`src/common/hrb_consts.svh`:
```
/*
 * Constants for the health attribute record builder: identifiers, fixed
 * record bytes, counter widths and record geometry.
 * Assumes it is included by bare name from the package and design files.
 */
`ifndef HRB_CONSTS_SVH
`define HRB_CONSTS_SVH

`define HRB_NUM_CNT        6
`define HRB_REC_BYTES      12
`define HRB_CNT_W          48
`define HRB_SECTOR_RES_W   16

`define HRB_ID_ECC_TOTAL   8'hcb
`define HRB_ID_ECC_CORR    8'hcc
`define HRB_ID_LINK_CRC    8'hc7
`define HRB_ID_READ_CMD    8'he8
`define HRB_ID_POWER_ON    8'h0c
`define HRB_ID_WRITE_VOL   8'hf1

`define HRB_FLAGS_ADVISORY 16'h0002
`define HRB_FIXED_VALUE    8'h64

`define HRB_MAX_4B         48'h0000_ffff_ffff
`define HRB_MAX_6B         48'hffff_ffff_ffff

`define HRB_BYTE_ID        0
`define HRB_BYTE_FLAG_LO   1
`define HRB_BYTE_FLAG_HI   2
`define HRB_BYTE_CUR       3
`define HRB_BYTE_WORST     4
`define HRB_BYTE_RAW       5
`define HRB_BYTE_RSVD      11

`endif

```
`src/common/hrb_pkg.sv`:
```
/*
 * Types for the health attribute record builder.
 * Assumes hrb_consts.svh is on the include path.
 */
`include "hrb_consts.svh"

package hrb_pkg;

    typedef enum logic [2:0] {
        HRB_ECC_TOTAL,
        HRB_ECC_CORR,
        HRB_LINK_CRC,
        HRB_READ_CMD,
        HRB_POWER_ON,
        HRB_WRITE_VOL
    } hrb_sel_t;

    typedef enum logic {
        HRB_PH_WAIT,
        HRB_PH_RUN
    } hrb_phase_t;

    typedef logic [`HRB_REC_BYTES-1:0][7:0] hrb_rec_t;
    typedef logic [`HRB_NUM_CNT-1:0][`HRB_CNT_W-1:0] hrb_cnt_arr_t;

    typedef struct packed {
        logic ecc_err;
        logic ecc_corrected;
        logic crc_err;
        logic read_cmd;
        logic sector_wr;
    } hrb_evt_t;

    typedef struct packed {
        hrb_cnt_arr_t                 cnt;
        logic [`HRB_SECTOR_RES_W-1:0] sector_res;
    } hrb_nv_t;

    typedef struct packed {
        hrb_phase_t phase;
        hrb_nv_t    nv;
        hrb_rec_t   rec;
        hrb_sel_t   rec_sel;
        logic       rec_valid;
    } hrb_state_t;

endpackage

```
`src/design/hrb_record_fmt.sv`:
```
/*
 * Lays out one 12-byte health attribute record from a selected counter.
 * Assumes the caller registers the result; purely combinational.
 */
`timescale 1ns/1ps
`include "hrb_consts.svh"

module hrb_record_fmt (
    input  wire hrb_pkg::hrb_sel_t            sel,
    input  wire logic [`HRB_CNT_W-1:0]        cnt,
    output hrb_pkg::hrb_rec_t                 rec
);
    import hrb_pkg::*;

    // sized copy so each flag byte is a plain part-select
    localparam logic [15:0] FLAGS = `HRB_FLAGS_ADVISORY;

    logic [7:0] id;
    logic       six_byte;

    always_comb begin
        six_byte = 1'b0;
        case (sel)
            // (RULE3) total ecc id
            HRB_ECC_TOTAL: id = `HRB_ID_ECC_TOTAL;
            // (RULE4) corrected ecc id
            HRB_ECC_CORR:  id = `HRB_ID_ECC_CORR;
            // (RULE5) link crc id
            HRB_LINK_CRC:  id = `HRB_ID_LINK_CRC;
            // (RULE6) read count id, wide field
            HRB_READ_CMD: begin
                id       = `HRB_ID_READ_CMD;
                six_byte = 1'b1;
            end
            // (RULE7) power-up id
            HRB_POWER_ON:  id = `HRB_ID_POWER_ON;
            // (RULE8) write volume id, wide field
            HRB_WRITE_VOL: begin
                id       = `HRB_ID_WRITE_VOL;
                six_byte = 1'b1;
            end
            default:       id = 8'h00;
        endcase
    end

    always_comb begin
        rec = '0;
        rec[`HRB_BYTE_ID] = id;
        // (RULE2) advisory flag word
        rec[`HRB_BYTE_FLAG_LO] = FLAGS[7:0];
        rec[`HRB_BYTE_FLAG_HI] = FLAGS[15:8];
        // (RULE1) fixed current and worst
        rec[`HRB_BYTE_CUR]   = `HRB_FIXED_VALUE;
        rec[`HRB_BYTE_WORST] = `HRB_FIXED_VALUE;
        // (RULE10) raw counter lsb first
        for (int k = 0; k < 6; k++) begin
            // (RULE11) upper raw bytes zero
            if (k < 4 || six_byte) begin
                rec[`HRB_BYTE_RAW + k] = cnt[8*k +: 8];
            end
        end
        // (RULE11) reserved byte zero
        rec[`HRB_BYTE_RSVD] = 8'h00;
    end

endmodule

```
`src/design/hrb_builder.sv`:
```
/*
 * Health attribute record builder: keeps six advisory event counters and
 * returns a formatted 12-byte record on request.
 * Assumes event inputs are single-cycle pulses synchronous to clk_sys and
 * that an outside store saves nv_img_out and hands it back via nv_load
 * after each power-up.
 */
`timescale 1ns/1ps
`include "hrb_consts.svh"

// Summary of operation
// (RULE1) current and worst value fixed 64h
// (RULE2) flag word 0002h in bytes 1-2
// (RULE3) CBh record counts every ecc error
// (RULE4) CCh record counts corrected ecc errors
// (RULE5) C7h record counts link crc errors
// (RULE6) E8h six-byte count of flash reads
// (RULE7) 0Ch record counts power-on cycles
// (RULE8) F1h six-byte count of 65536-sector units
// (RULE9) no record joins threshold evaluation
// (RULE10) multi-byte fields least significant first
// (RULE11) byte 11 and unused raw bytes zero
// (RULE12) counters saturate and persist across power
module hrb_builder (
    input  wire logic                  clk_sys,
    input  wire logic                  sys_rst,
    input  wire hrb_pkg::hrb_evt_t     evt,
    input  wire logic                  nv_load,
    input  wire hrb_pkg::hrb_nv_t      nv_img_in,
    output hrb_pkg::hrb_nv_t           nv_img_out,
    output logic                       cnt_ready,
    input  wire logic                  rec_req,
    input  wire hrb_pkg::hrb_sel_t     rec_sel_in,
    output logic                       rec_valid,
    output hrb_pkg::hrb_sel_t          rec_sel,
    output hrb_pkg::hrb_rec_t          rec_data,
    output logic                       rec_thresh
);
    import hrb_pkg::*;

    hrb_state_t            st;
    hrb_state_t            next_st;
    logic [`HRB_NUM_CNT-1:0] inc;
    logic [`HRB_NUM_CNT-1:0] at_max;
    hrb_cnt_arr_t          cnt_bumped;
    hrb_cnt_arr_t          img_pwr;
    hrb_rec_t              fmt_rec;
    logic                  unit_done;

    // write path: one unit per full 65536-sector wrap of the residue
    assign unit_done = evt.sector_wr && (&st.nv.sector_res);

    always_comb begin
        inc = '0;
        // (RULE3) every ecc error
        inc[HRB_ECC_TOTAL] = evt.ecc_err;
        // (RULE4) only corrected errors
        inc[HRB_ECC_CORR]  = evt.ecc_err && evt.ecc_corrected;
        // (RULE5) link crc errors
        inc[HRB_LINK_CRC]  = evt.crc_err;
        // (RULE6) flash read commands
        inc[HRB_READ_CMD]  = evt.read_cmd;
        inc[HRB_POWER_ON]  = 1'b0;
        // (RULE8) one per 32MB written
        inc[HRB_WRITE_VOL] = unit_done;
    end

    genvar g;
    generate
        for (g = 0; g < `HRB_NUM_CNT; g++) begin : g_cnt
            localparam logic [`HRB_CNT_W-1:0] MAXV =
                (g == HRB_READ_CMD || g == HRB_WRITE_VOL) ?
                `HRB_MAX_6B : `HRB_MAX_4B;
            // (RULE12) saturate, never wrap
            assign at_max[g]     = st.nv.cnt[g] >= MAXV;
            assign cnt_bumped[g] = (inc[g] && !at_max[g]) ?
                                   st.nv.cnt[g] + 48'h1 : st.nv.cnt[g];
            // (RULE12) restored image, power count saturating
            if (g == HRB_POWER_ON) begin : g_pwr
                assign img_pwr[g] = (nv_img_in.cnt[g] >= MAXV) ?
                                    MAXV : nv_img_in.cnt[g] + 48'h1;
            end else begin : g_other
                assign img_pwr[g] = (nv_img_in.cnt[g] > MAXV) ?
                                    MAXV : nv_img_in.cnt[g];
            end
        end
    endgenerate

    hrb_record_fmt u_fmt (
        .sel (rec_sel_in),
        .cnt (st.nv.cnt[rec_sel_in]),
        .rec (fmt_rec)
    );

    always_comb begin
        next_st           = st;
        next_st.rec_valid = 1'b0;
        case (st.phase)
            HRB_PH_WAIT: begin
                // events before the image is back would be overwritten
                if (nv_load) begin
                    // (RULE7) one more power-on cycle
                    next_st.nv.cnt        = img_pwr;
                    next_st.nv.sector_res = nv_img_in.sector_res;
                    next_st.phase         = HRB_PH_RUN;
                end
            end
            HRB_PH_RUN: begin
                next_st.nv.cnt = cnt_bumped;
                if (evt.sector_wr) begin
                    // (RULE8) residue wraps into a unit
                    next_st.nv.sector_res = st.nv.sector_res + 16'h1;
                end
            end
            default: next_st.phase = HRB_PH_WAIT;
        endcase
        if (rec_req) begin
            // record shows counts as they stood before this cycle's events
            next_st.rec       = fmt_rec;
            next_st.rec_sel   = rec_sel_in;
            next_st.rec_valid = 1'b1;
        end
    end

    always_ff @(posedge clk_sys) begin
        if (sys_rst) begin
            st         <= '0;
            st.phase   <= HRB_PH_WAIT;
            st.rec_sel <= HRB_ECC_TOTAL;
        end else begin
            st <= next_st;
        end
    end

    assign nv_img_out = st.nv;
    assign cnt_ready  = (st.phase == HRB_PH_RUN);
    assign rec_valid  = st.rec_valid;
    assign rec_sel    = st.rec_sel;
    assign rec_data   = st.rec;
    // (RULE9) advisory records never trip threshold
    assign rec_thresh = 1'b0;

    AST_FIXED_VALUE: assert property (  // (RULE1)
        @(posedge clk_sys) disable iff (sys_rst)
        rec_req |=> rec_valid && rec_data[3] == 8'h64
                    && rec_data[4] == 8'h64)
        else $error("fixed value bytes not 64h");

    AST_FLAG_WORD: assert property (  // (RULE2)
        @(posedge clk_sys) disable iff (sys_rst)
        rec_valid |-> {rec_data[2], rec_data[1]} == 16'h0002)
        else $error("flag word not 0002h");

    AST_ECC_TOTAL: assert property (  // (RULE3)
        @(posedge clk_sys) disable iff (sys_rst)
        cnt_ready && evt.ecc_err && !at_max[0]
        |=> st.nv.cnt[0] == $past(st.nv.cnt[0]) + 48'h1)
        else $error("total ecc count missed an error");

    AST_ECC_CORR: assert property (  // (RULE4)
        @(posedge clk_sys) disable iff (sys_rst)
        cnt_ready && !(evt.ecc_err && evt.ecc_corrected)
        |=> $stable(st.nv.cnt[1]))
        else $error("corrected count moved without corrected error");

    AST_CRC_ID: assert property (  // (RULE5)
        @(posedge clk_sys) disable iff (sys_rst)
        rec_req && rec_sel_in == HRB_LINK_CRC
        |=> rec_data[0] == 8'hc7 && rec_sel == HRB_LINK_CRC)
        else $error("link crc record id wrong");

    AST_READ_CNT: assert property (  // (RULE6)
        @(posedge clk_sys) disable iff (sys_rst)
        cnt_ready && evt.read_cmd && !at_max[3]
        |=> st.nv.cnt[3] == $past(st.nv.cnt[3]) + 48'h1)
        else $error("read count missed a read command");

    AST_READ_REC: assert property (  // (RULE6)
        @(posedge clk_sys) disable iff (sys_rst)
        rec_req && rec_sel_in == HRB_READ_CMD
        |=> rec_data[0] == 8'he8
            && {rec_data[10], rec_data[9], rec_data[8], rec_data[7],
                rec_data[6], rec_data[5]} == $past(st.nv.cnt[3]))
        else $error("read count record wrong");

    AST_POWER_UP: assert property (  // (RULE7)
        @(posedge clk_sys) disable iff (sys_rst)
        !cnt_ready && nv_load && nv_img_in.cnt[4] < 48'h0000_ffff_ffff
        |=> cnt_ready && st.nv.cnt[4] == $past(nv_img_in.cnt[4]) + 48'h1)
        else $error("power-on count not advanced on restore");

    AST_WRITE_UNIT: assert property (  // (RULE8)
        @(posedge clk_sys) disable iff (sys_rst)
        cnt_ready && evt.sector_wr && st.nv.sector_res == 16'hffff
        && !at_max[5]
        |=> st.nv.sector_res == 16'h0000
            && st.nv.cnt[5] == $past(st.nv.cnt[5]) + 48'h1)
        else $error("write volume unit not counted");

    AST_NO_THRESH: assert property (  // (RULE9)
        @(posedge clk_sys) disable iff (sys_rst)
        rec_valid |-> !rec_thresh)
        else $error("advisory record flagged threshold");

    AST_LSB_FIRST: assert property (  // (RULE10)
        @(posedge clk_sys) disable iff (sys_rst)
        rec_req && rec_sel_in == HRB_ECC_TOTAL
        |=> {rec_data[8], rec_data[7], rec_data[6], rec_data[5]}
            == $past(st.nv.cnt[0][31:0]))
        else $error("raw field byte order wrong");

    AST_ZERO_BYTES: assert property (  // (RULE11)
        @(posedge clk_sys) disable iff (sys_rst)
        rec_valid && rec_sel != HRB_READ_CMD && rec_sel != HRB_WRITE_VOL
        |-> rec_data[9] == 8'h00 && rec_data[10] == 8'h00
            && rec_data[11] == 8'h00)
        else $error("unused record bytes not zero");

    AST_SATURATE: assert property (  // (RULE12)
        @(posedge clk_sys) disable iff (sys_rst)
        cnt_ready && at_max[0]
        |=> st.nv.cnt[0] == 48'h0000_ffff_ffff)
        else $error("total ecc counter left its maximum");

endmodule

```
`config.mk`:
```
export PLATFORM = sky130hd
export DESIGN_NAME = hrb_builder
export DESIGN_NICKNAME = d
export VERILOG_FILES = /design/src/common/hrb_pkg.sv /design/src/design/hrb_record_fmt.sv /design/src/design/hrb_builder.sv
export VERILOG_INCLUDE_DIRS = /design/src /design/src/common
export SDC_FILE = /design/constraint.sdc
export NUM_CORES = 1
export LEC_CHECK = 0
export ABC_AREA = 1
export BUFFER_PORTS_ARGS = -buffer_cell sky130_fd_sc_hd__buf_4
export CAP_MARGIN = 20
export CORE_AREA = 2 2 281 283
export DETAILED_ROUTE_END_ITERATION = 10
export DIE_AREA = 0 0 283 285
export PLACE_DENSITY = 0.5
export SYNTH_ARGS = -nofsm -noshare
export SYNTH_HDL_FRONTEND = slang
export SYNTH_SLANG_ARGS = --single-unit
export TNS_END_PERCENT = 5
```
`constraint.sdc`:
```
create_clock -name clk_sys -period 3.4 [get_ports clk_sys]
set_input_delay 0.68 -clock clk_sys [delete_from_list [all_inputs] [get_ports clk_sys]]
set_output_delay 0.68 -clock clk_sys [all_outputs]
set_load 0.05 [all_outputs]
```
==> key figures <==
Placed design
  – GPL Wtd Cong: 0.976
  – Hpwl dp: 104000 um
  – Setup WS pre-CTS: 0.449 ns
  – Cell total after placement: approximately 5700
  – Cell Area, Placed: between 0.03 and 0.04 mm2
  – I/O Buffers: 687

Synth
  – Mapped Cells: 4034
  – Main synth FF type: dfxtp_1
  – Synth area leader: dfxtp_1
  – Post-synth EDFFs: 0
  – Synth top area share: between 20 and 30%
  – Synth cell types: 57
  – Asr flop ratio synth: 0%
  – Post-synthesis register bit count: 365
  – Post-Synthesis Cell Area: 0.0244 mm2
  – Yosys warns: 0
  – Avg Cell Area, Syn: 6.04 um2
  – Sequential area share after synthesis: between 20% and 30%
  – Area contributors post-synth: dfxtp_1 30%, nand2_1 18%, nor2_1 8.3%, nand3_1 7.3%, inv_1 5.4%

Cells and area
  – Area growth, synth to finish: 31.3%
  – Nets: 4972
  – Final Non-Filler Cells: 5740
  – Most frequent cells in the layout: 1200 x nand2_1, 759 x buf_4, 533 x nor2_1
  – Layout cells sized above 1: 20.2%
  – Most common cell after layout, fill and taps aside: nand2_1
  – Final Instance Area: 0.0320 mm2

CTS
  – CTS tree: built
  – Clock Tree Buf Depth: 3
  – CTS H-tree depth: 2
  – Clock sink count: between 300 and 400
  – Clock Latency Late Sink: 0.61 ns
  – Total CTS buffers: 47
  – Clock slew at reported path FFs: 0.06 ns
  – Postcts setup bufs: 0
  – Clock Tree Root: clkbuf_16
  – Post-cts sizing count: 0
  – Hold_buf cts: 0

Outcome
  – Status: finished clean

Floorplanning
  – Initial core utilization: about 31%
  – Total die area: 0.0807 mm2
  – Rows: 103
  – Die span in y: 285 um
  – CORE AREA: 0.0780 mm2
  – Die Width: 283 um
  – IO Pins: 722

Routing
  – DRC violations left: 0
  – Final WL: 133000 um
  – DRT iter0 DRCs: just under 3000
  – Drt first pass iters: 8
  – Routed len/inst: about 23 um
  – Vias: 29800
  – Routed Antenna Nets: 0
  – Via density per instance: 5.20

Timing
  – Crit path time final: 2.80 ns
  – Setup TNS Final: 0 ns
  – Clk_skew: 0.0198 ns
  – Slew @ Worst Pin: between 0.9 and 1 ns
  – Achievable clock frequency: 357 MHz
  – Final Max Tran Viols: 0
  – RSZ-0062 raised after global routing: no
  – Final Hold Vio Count: 0
  – Final setup viols: 0
  – Final worst slack: 0.598 ns
  – Worst slew margin: 39.3%
  – Crit share post-route: 82.4%

GRT
  – Grt total ovfl: 0
  – Vias in the first global route: 28200
  – Global-route wire length before repair: a little under 200000 um
  – Global router's overall resource usage: 31.7%
  – Antenna violations before repair: 7
  – Largest net degree at the start of global routing: 164

Worst setup path
  – Critical path type: flop to flop
  – CP max stage cell: nor3_1
  – Crit-path leading delay family: simple AND/OR/NAND/NOR gates
  – Critical Path, Cell by Cell: nand2_1 -> inv_1 -> nand3_1 -> nor3_1 -> nand3_2 -> nand2_2 -> o21ai_0 -> a21oi_1
  – Crit path arrival time: 3.33 ns
  – Worst setup EP type: flop
  – Bufs and invs on worst path: 1
  – CP required: about 4 ns
  – CP Max Fanout: 22
  – Critical path launch point type: flop
  – CP peak stage delay: 0.76 ns

Power
  – Pwr dens: 409 mW/mm2
  – Peak VDD IR: 0.310 mV
  – Leakage: 13.6 nW

Hold path
  – Hold Crit Class: input pin to flop

Flow run
  – Max cap viols: 0
[per-layer routing]
| layer | up-vias | part of all wire [%] | GRT usage, % |
|---|---|---|---|
| li1 | 14400 | - | - |
| met1 | 14100 | 43 | 42.0 |
| met2 | 1209 | 46 | 51.7 |
| met3 | 182 | 6.9 | 5.56 |
| met4 | 6 | 3.7 | 11.4 |
| met5 | - | 0.033 | 0 |
[cells by family after synthesis]
group | after synthesis | share of synthesized area, %
and+or+nand+nor | 2333 | 40.8
AOI/OAI and AO/OA | 644 | 15.1
buffers and inverters | 592 | 10.5
DFF | 365 | 30.0
xor gates and xnor gates | 92 | 3.30
adders and majority gates | 7 | 0.359
other | 1 | 0.0154
[layout make-up]
type / count / area, um2
antenna: 3 / 7.51
clock buffer: 71 / 1400
clock inverter: 16 / 155
fill: 8640 / 45900
inverter: 359 / 1360
multi-input combinational: 3110 / 14700
sequential: 365 / 7310
tap: 1050 / 1310
timing repair buffer: 766 / 5820
[worst reg2reg max path: stages, from the launching register on]
cell and delay [ns]:
dfxtp_4 0.52, nand2_1 0.13, inv_1 0.12, nand3_1 0.10
nor3_1 0.76, nand3_2 0.19, nand2_2 0.55, o21ai_0 0.22
a21oi_1 0.16
[flip-flops by register name (all words and copies together), names as in the netlist]
name,cells
rec_sel,3
cnt_ready,1
rec_data,56
rec_valid,1
nv_img_out,304
[Yosys cell counts (all sizes together), types with 9 or more instances]
cell type,n
nand2,1219
a21oi,216
clkbuf,132
nand3b,17
buf,101
a22o,10
o2111ai,9
a22oi,25
dfxtp,365
nor3b,9
nand3,363
a221oi,24
nand4,67
xor2,64
a31oi,44
o21ai,259
o22ai,24
inv,354
nor2,568
xnor2,28
nor3,75
[through the flow]
| step | util [%] | hold WS (ns) | total power [mW] |
|---|---|---|---|
| after detailed placement | 39.1 | 0.450 | 8.00 |
| after global routing | 41.1 | 0.332 | 13.5 |
| after floorplan | - | 0.675 | 6.66 |
| final | 41.1 | 0.337 | 13.1 |
| after global placement | 39.1 | 0.450 | 8.00 |
| after CTS | 41.1 | 0.305 | 13.2 |
[path summary, 6_finish.rpt]
check	from	to	slack, ns	cells after the start
worst min-delay path	nv_img_in[2]	nv_img_out[2]	0.34	3
worst min register to register	nv_img_out[250]	nv_img_out[250]	0.46	2
worst max-delay path	cnt_ready	nv_img_out[21]	0.60	8
worst max register to register	cnt_ready	nv_img_out[21]	0.60	8
[report_power, final]
part / switching (mW) / total (mW) / internal [mW]
Sequential: 0.380 / 4.87 / 4.49
Clock: 2.17 / 5.16 / 2.99
Combinational: 2.14 / 3.06 / 0.920
(Power assumes the default switching activity.)
